## src/core/tmc_pkg.sv

```systemverilog
// constants and carrier types for the timer channel 2 capture block
`default_nettype none
package tmc_pkg;
    localparam int          ADDR_W    = 8;
    localparam int          DATA_W    = 32;
    localparam int          CTL_W     = 10;
    localparam int          DIV_W     = 10;
    // register byte offsets
    localparam logic [7:0]  OFF_CONST = 8'h20;
    localparam logic [7:0]  OFF_COUNT = 8'h24;
    localparam logic [7:0]  OFF_CTRL  = 8'h28;
    localparam logic [7:0]  OFF_CAPT  = 8'h2c;
    localparam logic [7:0]  OFF_START = 8'h30;
    // bit positions used directly by the write logic
    localparam int          UFLAG_BIT = 8;
    localparam int          CFLAG_BIT = 9;
    localparam int          START_BIT = 0;
    // count clock selection codes
    localparam logic [2:0]  PSC_DIV4    = 3'h0;
    localparam logic [2:0]  PSC_DIV16   = 3'h1;
    localparam logic [2:0]  PSC_DIV64   = 3'h2;
    localparam logic [2:0]  PSC_DIV256  = 3'h3;
    localparam logic [2:0]  PSC_DIV1024 = 3'h4;
    localparam logic [2:0]  PSC_RTC     = 3'h6;
    localparam logic [2:0]  PSC_EXT     = 3'h7;
    // divider terminal masks
    localparam logic [9:0]  MASK_DIV4    = 10'h003;
    localparam logic [9:0]  MASK_DIV16   = 10'h00f;
    localparam logic [9:0]  MASK_DIV64   = 10'h03f;
    localparam logic [9:0]  MASK_DIV256  = 10'h0ff;
    localparam logic [9:0]  MASK_DIV1024 = 10'h3ff;
    // edge and capture control codes
    localparam logic [1:0]  EDGE_RISE = 2'h0;
    localparam logic [1:0]  EDGE_FALL = 2'h1;
    localparam logic [1:0]  CAPCTL_IRQ = 2'h3;
    // reset values of the wide registers
    localparam logic [31:0] CAPT_RST  = 32'hffffffff;
    localparam logic [31:0] COUNT_RST = 32'hffffffff;
    localparam logic [31:0] CONST_RST = 32'hffffffff;

    // field order matches bits 9 down to 0 of the control register
    typedef struct packed {
        logic       capture_flag;
        logic       underflow_flag;
        logic [1:0] capture_control;
        logic       underflow_irq_enable;
        logic [1:0] edge_sel;
        logic [2:0] psc;
    } tmc_ctl_type;

    typedef struct packed {
        logic [ADDR_W-1:0] addr;
        logic [DATA_W-1:0] wdata;
        logic              wr;
        logic              rd;
    } tmc_bus_type;
endpackage
`default_nettype wire

```

## src/core/tmc_channel2.sv

```systemverilog
// timer channel 2: prescaler, down counter, input capture, dma request
//
// What this block does
// capture enabled: a capture requests a DMA transfer unless one is still pending
// software sets external pin as input first
// capture register updated only while flag is 0
// DMA request independent of capture flag state
// no new request until previous one finished
// prescaler codes pick divide by 4/16/64/1024
// 110 counts RTC, 111 external pin; 101 reserved
// edge field picks rising, falling or both
// underflow interrupt gated by its enable bit
// capture control: off, on, on with interrupt
// underflow flag: write 0 clears, 1 ignored
// hard reset clears all control fields
// prescaler code 011 divides by 256
// underflow sets flag, reloads, keeps counting
// capture sets flag; write 0 clears it
// pins synchronised, edges become single pulses
//
// Strobed register access was decided locally.
`default_nettype none
module tmc_channel2
    import tmc_pkg::*;
(
    input  wire logic              i_clk,
    input  wire logic              i_rst,
    input  wire tmc_bus_type       i_bus,
    input  wire logic              i_ext_timer_clock_pin,
    input  wire logic              i_rtc_clock,
    input  wire logic              i_dma_done,
    output logic [DATA_W-1:0]      o_rdata,
    output logic                   o_dma_req,
    output logic                   o_underflow_irq,
    output logic                   o_capture_irq
);
    typedef struct packed {
        tmc_ctl_type       ctl;
        logic              start;
        logic [31:0]       cnt;
        logic [31:0]       cnst;
        logic [31:0]       capt;
        logic [DIV_W-1:0]  div;
        logic              pin_meta;
        logic              pin_sync;
        logic              pin_prev;
        logic              rtc_meta;
        logic              rtc_sync;
        logic              rtc_prev;
        logic              dma_req;
        logic              uflow_irq;
        logic              cap_irq;
        logic [DATA_W-1:0] rdata;
    } tmc_state_type;

    tmc_state_type st_ff;
    tmc_state_type nxt_st;

    logic        pin_rise;
    logic        pin_fall;
    logic        pin_edge;
    logic        rtc_rise;
    logic        div_tick;
    logic        cnt_tick;
    logic        underflow;
    logic        cap_evt;
    tmc_ctl_type wr_ctl;

    always_comb begin
        nxt_st = st_ff;
        // control write data seen through the field layout
        wr_ctl = tmc_ctl_type'(i_bus.wdata[CTL_W-1:0]);
        // the first stage is looked at only by the second stage
        nxt_st.pin_meta = i_ext_timer_clock_pin;
        nxt_st.pin_sync = st_ff.pin_meta;
        nxt_st.pin_prev = st_ff.pin_sync;
        nxt_st.rtc_meta = i_rtc_clock;
        nxt_st.rtc_sync = st_ff.rtc_meta;
        nxt_st.rtc_prev = st_ff.rtc_sync;
        nxt_st.div      = st_ff.div + DIV_W'(1);

        // single-cycle edges
        pin_rise = st_ff.pin_sync & ~st_ff.pin_prev;
        pin_fall = ~st_ff.pin_sync & st_ff.pin_prev;
        rtc_rise = st_ff.rtc_sync & ~st_ff.rtc_prev;
        // edge choice
        case (st_ff.ctl.edge_sel)
            EDGE_RISE: pin_edge = pin_rise;
            EDGE_FALL: pin_edge = pin_fall;
            default:   pin_edge = pin_rise | pin_fall;
        endcase

        // internal divide ratios
        case (st_ff.ctl.psc)
            PSC_DIV4:    div_tick = (st_ff.div & MASK_DIV4) == MASK_DIV4;
            PSC_DIV16:   div_tick = (st_ff.div & MASK_DIV16) == MASK_DIV16;
            PSC_DIV64:   div_tick = (st_ff.div & MASK_DIV64) == MASK_DIV64;
            // code 011 is divide by 256
            PSC_DIV256:  div_tick = (st_ff.div & MASK_DIV256) == MASK_DIV256;
            PSC_DIV1024: div_tick = st_ff.div == MASK_DIV1024;
            default:     div_tick = 1'b0;
        endcase
        // rtc and pin sources; reserved code never counts
        case (st_ff.ctl.psc)
            PSC_RTC: cnt_tick = rtc_rise;
            PSC_EXT: cnt_tick = pin_edge;
            default: cnt_tick = div_tick;
        endcase
        cnt_tick  = cnt_tick & st_ff.start;
        underflow = cnt_tick && (st_ff.cnt == '0);
        // reserved 01 has the upper bit clear, so it stays off
        cap_evt   = st_ff.ctl.capture_control[1] & pin_edge;

        // reload on underflow, otherwise count down
        if (cnt_tick) begin
            nxt_st.cnt = underflow ? st_ff.cnst : st_ff.cnt - 32'h1;
        end

        // register writes; hardware sets below override clears
        if (i_bus.wr) begin
            case (i_bus.addr)
                OFF_CONST: nxt_st.cnst = i_bus.wdata;
                OFF_COUNT: nxt_st.cnt  = i_bus.wdata;
                OFF_START: nxt_st.start = i_bus.wdata[START_BIT];
                OFF_CTRL: begin
                    nxt_st.ctl.psc      = wr_ctl.psc;
                    nxt_st.ctl.edge_sel = wr_ctl.edge_sel;
                    nxt_st.ctl.underflow_irq_enable =
                        wr_ctl.underflow_irq_enable;
                    nxt_st.ctl.capture_control = wr_ctl.capture_control;
                    // write 0 clears, write 1 keeps
                    if (!i_bus.wdata[UFLAG_BIT]) begin
                        nxt_st.ctl.underflow_flag = 1'b0;
                    end
                    // same clear manner for the capture flag
                    if (!i_bus.wdata[CFLAG_BIT]) begin
                        nxt_st.ctl.capture_flag = 1'b0;
                    end
                end
                default: ;
            endcase
        end

        // set wins over a same-cycle clear
        if (underflow) begin
            nxt_st.ctl.underflow_flag = 1'b1;
        end
        // copy only while the flag was clear
        if (cap_evt && !st_ff.ctl.capture_flag) begin
            nxt_st.capt = st_ff.cnt;
        end
        // capture sets its flag
        if (cap_evt) begin
            nxt_st.ctl.capture_flag = 1'b1;
        end

        // request held until the controller reports done
        if (i_dma_done) begin
            nxt_st.dma_req = 1'b0;
        end
        // capture raises a request; R4: flag plays no part
        if (cap_evt && (!st_ff.dma_req || i_dma_done)) begin
            nxt_st.dma_req = 1'b1;
        end

        // underflow interrupt gated by enable
        nxt_st.uflow_irq = nxt_st.ctl.underflow_flag
                         & nxt_st.ctl.underflow_irq_enable;
        // capture interrupt only with code 11
        nxt_st.cap_irq = nxt_st.ctl.capture_flag
                       & (nxt_st.ctl.capture_control == CAPCTL_IRQ);

        nxt_st.rdata = '0;
        if (i_bus.rd) begin
            case (i_bus.addr)
                OFF_CONST: nxt_st.rdata = st_ff.cnst;
                OFF_COUNT: nxt_st.rdata = st_ff.cnt;
                OFF_CTRL:  nxt_st.rdata = DATA_W'(st_ff.ctl);
                OFF_CAPT:  nxt_st.rdata = st_ff.capt;
                OFF_START: nxt_st.rdata = DATA_W'(st_ff.start);
                default:   nxt_st.rdata = '0;
            endcase
        end

        // hard reset clears control, wide registers to all ones
        if (i_rst) begin
            nxt_st      = '0;
            nxt_st.capt = CAPT_RST;
            nxt_st.cnt  = COUNT_RST;
            nxt_st.cnst = CONST_RST;
        end
    end

    always_ff @(posedge i_clk) begin
        st_ff <= nxt_st;
    end

    assign o_rdata         = st_ff.rdata;
    assign o_dma_req       = st_ff.dma_req;
    assign o_underflow_irq = st_ff.uflow_irq;
    assign o_capture_irq   = st_ff.cap_irq;
endmodule
`default_nettype wire

```

## config.mk

```make
export PLATFORM = sky130hd
export DESIGN_NAME = tmc_channel2
export DESIGN_NICKNAME = d
export VERILOG_FILES = /design/src/core/tmc_pkg.sv /design/src/core/tmc_channel2.sv
export SDC_FILE = /design/constraint.sdc
export NUM_CORES = 1
export LEC_CHECK = 0
export BUFFER_PORTS_ARGS = -buffer_cell sky130_fd_sc_hd__buf_2
export CAP_MARGIN = 15
export CORE_UTILIZATION = 50
export CTS_CLUSTER_DIAMETER = 100
export CTS_CLUSTER_SIZE = 30
export DETAILED_ROUTE_END_ITERATION = 6
export PLACE_DENSITY = 0.7
export SLEW_MARGIN = 20
export SYNTH_ARGS = -nofsm -noshare
export SYNTH_HDL_FRONTEND = slang
export SYNTH_SLANG_ARGS = --single-unit
export TNS_END_PERCENT = 50
```

## constraint.sdc

```tcl
create_clock -name i_clk -period 3.4 [get_ports i_clk]
set_input_delay 0.68 -clock i_clk [delete_from_list [all_inputs] [get_ports i_clk]]
set_output_delay 0.68 -clock i_clk [all_outputs]
set_load 0.03 [all_outputs]
```

# Word-level counts from Yosys, hierarchy flattened
# Cells that the tools add are included.
# op_classes
bitwise	12
reduce_logical	14
muxes	17
eq_ne	18
addsub	2
# op_table
operator	n
one-hot mux 32 bit (5 select lines)	1
two-way mux 32 bit	4
two-way mux 75 bit	1
equality test 8 x 6 -> 1 bit (second input constant)	5
zero test 32 bit	1
subtractor 32 x 1 -> 32 bit (second input constant)	1
adder 10 x 1 -> 10 bit (second input constant)	1
equality test 10 bit (second input constant)	1
two-way mux 10 bit	1
equality test 3 bit (second input constant)	3
equality test 8 bit (second input constant)	1
AND 1 bit	7
two-way mux 1 bit	7
equality test 3 x 2 -> 1 bit (second input constant)	2
equality test 6 bit (second input constant)	1
AND reduction 2 bit	3
one-hot mux 1 bit (5 select lines)	1
equality test 2 bit (second input constant)	2
equality test 4 bit (second input constant)	1
inverter 1 bit	4
one-hot mux 1 bit (2 select lines)	2
equality test 3 x 1 -> 1 bit (second input constant)	1
logical AND 1 bit	3
zero test 3 bit	1
other kinds (7)	8
# word_totals
elab_cells	84
reg_bits	158

# Depth between registers and ports, before layout
# depth
word_depth	13
ltp_mapped	11

# Worst setup path after synthesis
# No wires, ideal clock.
# synth_timing
kind	input to register
start	input i_bus[34] (netlist name)
end	register st_ff[136] (netlist name)
t_arrival_ns	2.737
path_stages	7
slack_ns	0.549
path_buffers	2
path_cell_list	or4b_1 nor2_1 nand2_1 or4b_2 clkbuf_1 clkbuf_1 o21a_1
# synth_via
elab_chain_len	3
# synth_rtl
item	line	rtl
from (decl)	tmc_channel2.sv:28	input wire tmc_bus_type i_bus,
equality test 8 x 6 -> 1 bit	tmc_channel2.sv:121	case (i_bus.addr)
two-way mux 32 bit	tmc_channel2.sv:121	
two-way mux 75 bit	tmc_channel2.sv:120	if (i_bus.wr) begin
to (signal assigned)	tmc_channel2.sv:195	st_ff <= nxt_st;
to (decl)	tmc_channel2.sv:56	tmc_state_type st_ff;
# No other way between the ends.
# A chain may end at the register's enable or synchronous reset.

# Worst setup path in the final report
# layout_timing
start	register st_ff[139] (netlist name)
end	register st_ff[135] (netlist name)
# layout_via
elab_chain_len	6
# layout_rtl
item	line	rtl
zero test 32 bit *	tmc_channel2.sv:110	underflow = cnt_tick && (st_ff.cnt == '0);
logical AND 1 bit *	tmc_channel2.sv:110	
two-way mux 32 bit *	tmc_channel2.sv:116	nxt_st.cnt = underflow ? st_ff.cnst : st_ff.cnt - 32'h1;
two-way mux 32 bit *	tmc_channel2.sv:115	if (cnt_tick) begin
two-way mux 32 bit	tmc_channel2.sv:121	
two-way mux 75 bit *	tmc_channel2.sv:120	
# Mark *: on every way between the ends. The rest lies on a longest branch, timed or not.

==> metrics.csv <==
stage,metric,value,unit
clock_network,Post-CTS Setup Bufs,0,
layout,ant diodes,0,
global_routing,global-route wire length before repair,31100,µm
critical_path,critical path type,register to register,
route,"antenna viol nets, final",0,
route,1st-pass router iterations,7,
placed_design,Final HPWL DP,12600,µm
placed_design,Placed Instances,1070,
route,max layer used,met4,
placed_design,gpl congestion,0.842,
critical_path,Crit Path Max Fanout,13,
run_status,violated checks,DRC,
critical_path,Required @ worst endpoint,3.70,ns
clock_network,CTS sink cnt,158,
die,die area,15800,µm²
route,DR DRC count,8,
layout,register area,3160,µm²
synth,Synth Area per Inst,8.79,µm²
layout,Final Core Density,58.6,%
synth,"EDFF count, synth",0,
clock_network,cts bufs inserted,17,
synth,largest family of logic cells by synthesized area,simple AND/OR/NAND/NOR gates,
pwr,fraction of power consumed by sequential logic,46.2,%
synth,post-synthesis mux area share,13.9,%
layout,multi-input logic area,3950,µm²
timing,clk_skew,0.0106,ns
synth,area share of and/or/nand/nor cells after synthesis,20.2,%
synth,Compound-Gate Fraction of Synth Area,15.0,%
synth,"Cell Area, Synth",7650,µm²
timing,unrepaired setup endpoints after global routing,no,
route,initial drt markers,511,
clock_network,Clock Tree Buf Depth,2,
pwr,P per Cell Area,469,nW/µm²
synth,register bit count reported by yosys,158,
route,met3 WL post-DR,855,µm
timing,final worst path period share,81.4,%
synth,"FFs w/ async S/R, synth",0,%
clock_network,CTS tree,built,
clock_network,CTS H-Tree Depth,4,
timing,hold_ws,0.437,ns
synth,Synth Warn #,0,
synth,post-synthesis xor/xnor area fraction,1.26,%
clock_network,Clock Latency Late Sink,0.43,ns
timing,final-report max-slew violation count,0,
timing,Max Fclk,362,MHz
layout,final instance area,8640,µm²
synth,syn_nets,922,
synth,sequential-to-total area share from yosys stat,41.4,%
clock_network,post-CTS sizing,0,
timing,final setup fails,0,
pwr,overall power,4.05,mW
route,met2 wire length,8700,µm
timing,Max transition margin,36.6,%
route,Routed WL,18700,µm
placed_design,Post-Place Worst Slack,0.426,ns
route,Vias,6424,
die,row count,44,
pwr,logic gate share of total power,4.3,%
layout,Final #Nets,957,
synth,Most used DFF post-synth,dfxtp_1,
pwr,Psw,0.896,mW
placed_design,Buffers on Ports,81,
synth,Synth Area in Adders,0.818,%
critical_path,startpoint types,register,
global_routing,Congestion Overflow GR,0,
timing,Slew @ Worst Pin,0.948,ns
run_status,outcome,"complete, but fails checks",
clock_network,Worst-path clk slew,0.06,ns
timing,Final Hold Fails,0,
critical_path,Setup crit end kind,register,
global_routing,initial antenna violation count,0,
route,met1 wire length,8830,µm
pwr,peak supply drop,0.000327,V
timing,PnR worst setup slack,0.634,ns
placed_design,Post-DP Area,8030,µm²
clock_network,clk root buf,clkbuf_16,
die,Vert. Die Dim,126,µm
synth,synthesized instance count,870,
global_routing,vias in the first global route,6129,
die,core area,14800,µm²
clock_network,CTS Hold Buffers Added,0,
die,die span in x,126,µm
layout,layout cells sized above 1,17.9,%
critical_path,register-to-register setup slack,0.63,ns
critical_path,worst path arrival time,3.07,ns
timing,final worst path period need,2.77,ns
pwr,Cell Int Power,3.16,mW
pwr,power share of the clock group,49.5,%
layout,synth-to-layout area growth,13.0,%
hold_path,HP Class,register to register,
route,vias per inst,5.84,
die,io pins,82,
pwr,Static Leak,3.35,nW
global_routing,largest net degree at the start of global routing,45,
timing,final setup TNS,0,ns
global_routing,Tot GR Track Use,24.7,%
layout,fill count,1323,
route,Routed WL per cell,17.0,µm
run,max-capacitance violation count,0,
synth,Synth cell types,68,
die,Starting Density,51.8,%
pwr,Sw Share,22.1,%
layout,Non-Filler Instances,1100,
==> Yosys cell counts (14+ instances only) <==
library cell	count	area share, %
nand2_1	79	3.9
nor4_1	14	1.1
clkbuf_1	44	2.2
dfxtp_1	158	41
nor3_1	17	1.1
buf_4	35	3.4
mux2i_1	85	11
nor2b_1	32	2.6
a21oi_1	53	3.5
nor2_1	107	5.3
inv_1	16	0.79
o21ai_0	23	1.5
a211o_1	16	1.8
==> registers in the layout, summed over array words and instances (netlist names) <==
signal	flops
o_underflow_irq	1
o_rdata	32
st_ff	123
o_dma_req	1
o_capture_irq	1
==> layout make-up <==
class	count	share of cell area [%]
timing repair buffer	110	7.21
clock inverter	13	2.21
tap	184	2.66
inverter	17	0.738
sequential	158	36.6
multi-input combinational	601	45.7
clock buffer	17	4.92
==> metal layers <==
metal	up-vias	track usage (%)
li1	3119	-
met1	3092	33.1
met2	188	39.5
met3	25	4.80
met4	0	9.40
met5	-	0
==> cell families after synthesis <==
| group | after synthesis |
|---|---|
| simple gates | 318 |
| compound gates | 172 |
| flops | 158 |
| buf+inv | 111 |
| mux | 95 |
| xor+xnor | 11 |
| fa+ha+maj | 5 |
==> power by group through the flow <==
stage / logic [mW] / clock network, mW / registers, mW
floorplan: 0.105 / 0 / 1.91
finish: 0.173 / 2.00 / 1.87
detailed placement: 0.174 / 0 / 1.91
global route: 0.189 / 2.11 / 1.87
CTS: 0.174 / 2.04 / 1.87
global placement: 0.173 / 0 / 1.91
==> critical path, stage by stage (launching register included) <==
cell and delay, ns:
dfxtp_1 0.39, or4_4 0.57, or3_1 0.41, nor3_2 0.36
buf_4 0.26, nor3_1 0.07, a2111oi_0 0.44, nor3_1 0.12
==> placed cells by master (no fill, tap or decap), drive strengths merged, types with 6 or more instances in the layout <==
cell type,n
a211o,16
a21o,6
a21oi,53
a31oi,8
and2,6
buf,110
clkbuf,17
dfxtp,158
inv,18
mux2i,85
mux4,9
nand2,79
nand3,13
nand4,11
nor2,107
nor2b,32
nor3,18
nor4,15
o211ai,11
o21ai,29
or3,6
xor2,6
==> final timing paths <==
check,startpoint,endpoint,depth (start not counted)
setup / recovery,st_ff[139],st_ff[135],7
setup reg to reg,st_ff[139],st_ff[135],7
hold / removal,st_ff[40],st_ff[39],1
hold reg to reg,st_ff[40],st_ff[39],1
No activity file was read; power rests on OpenSTA's default activity.
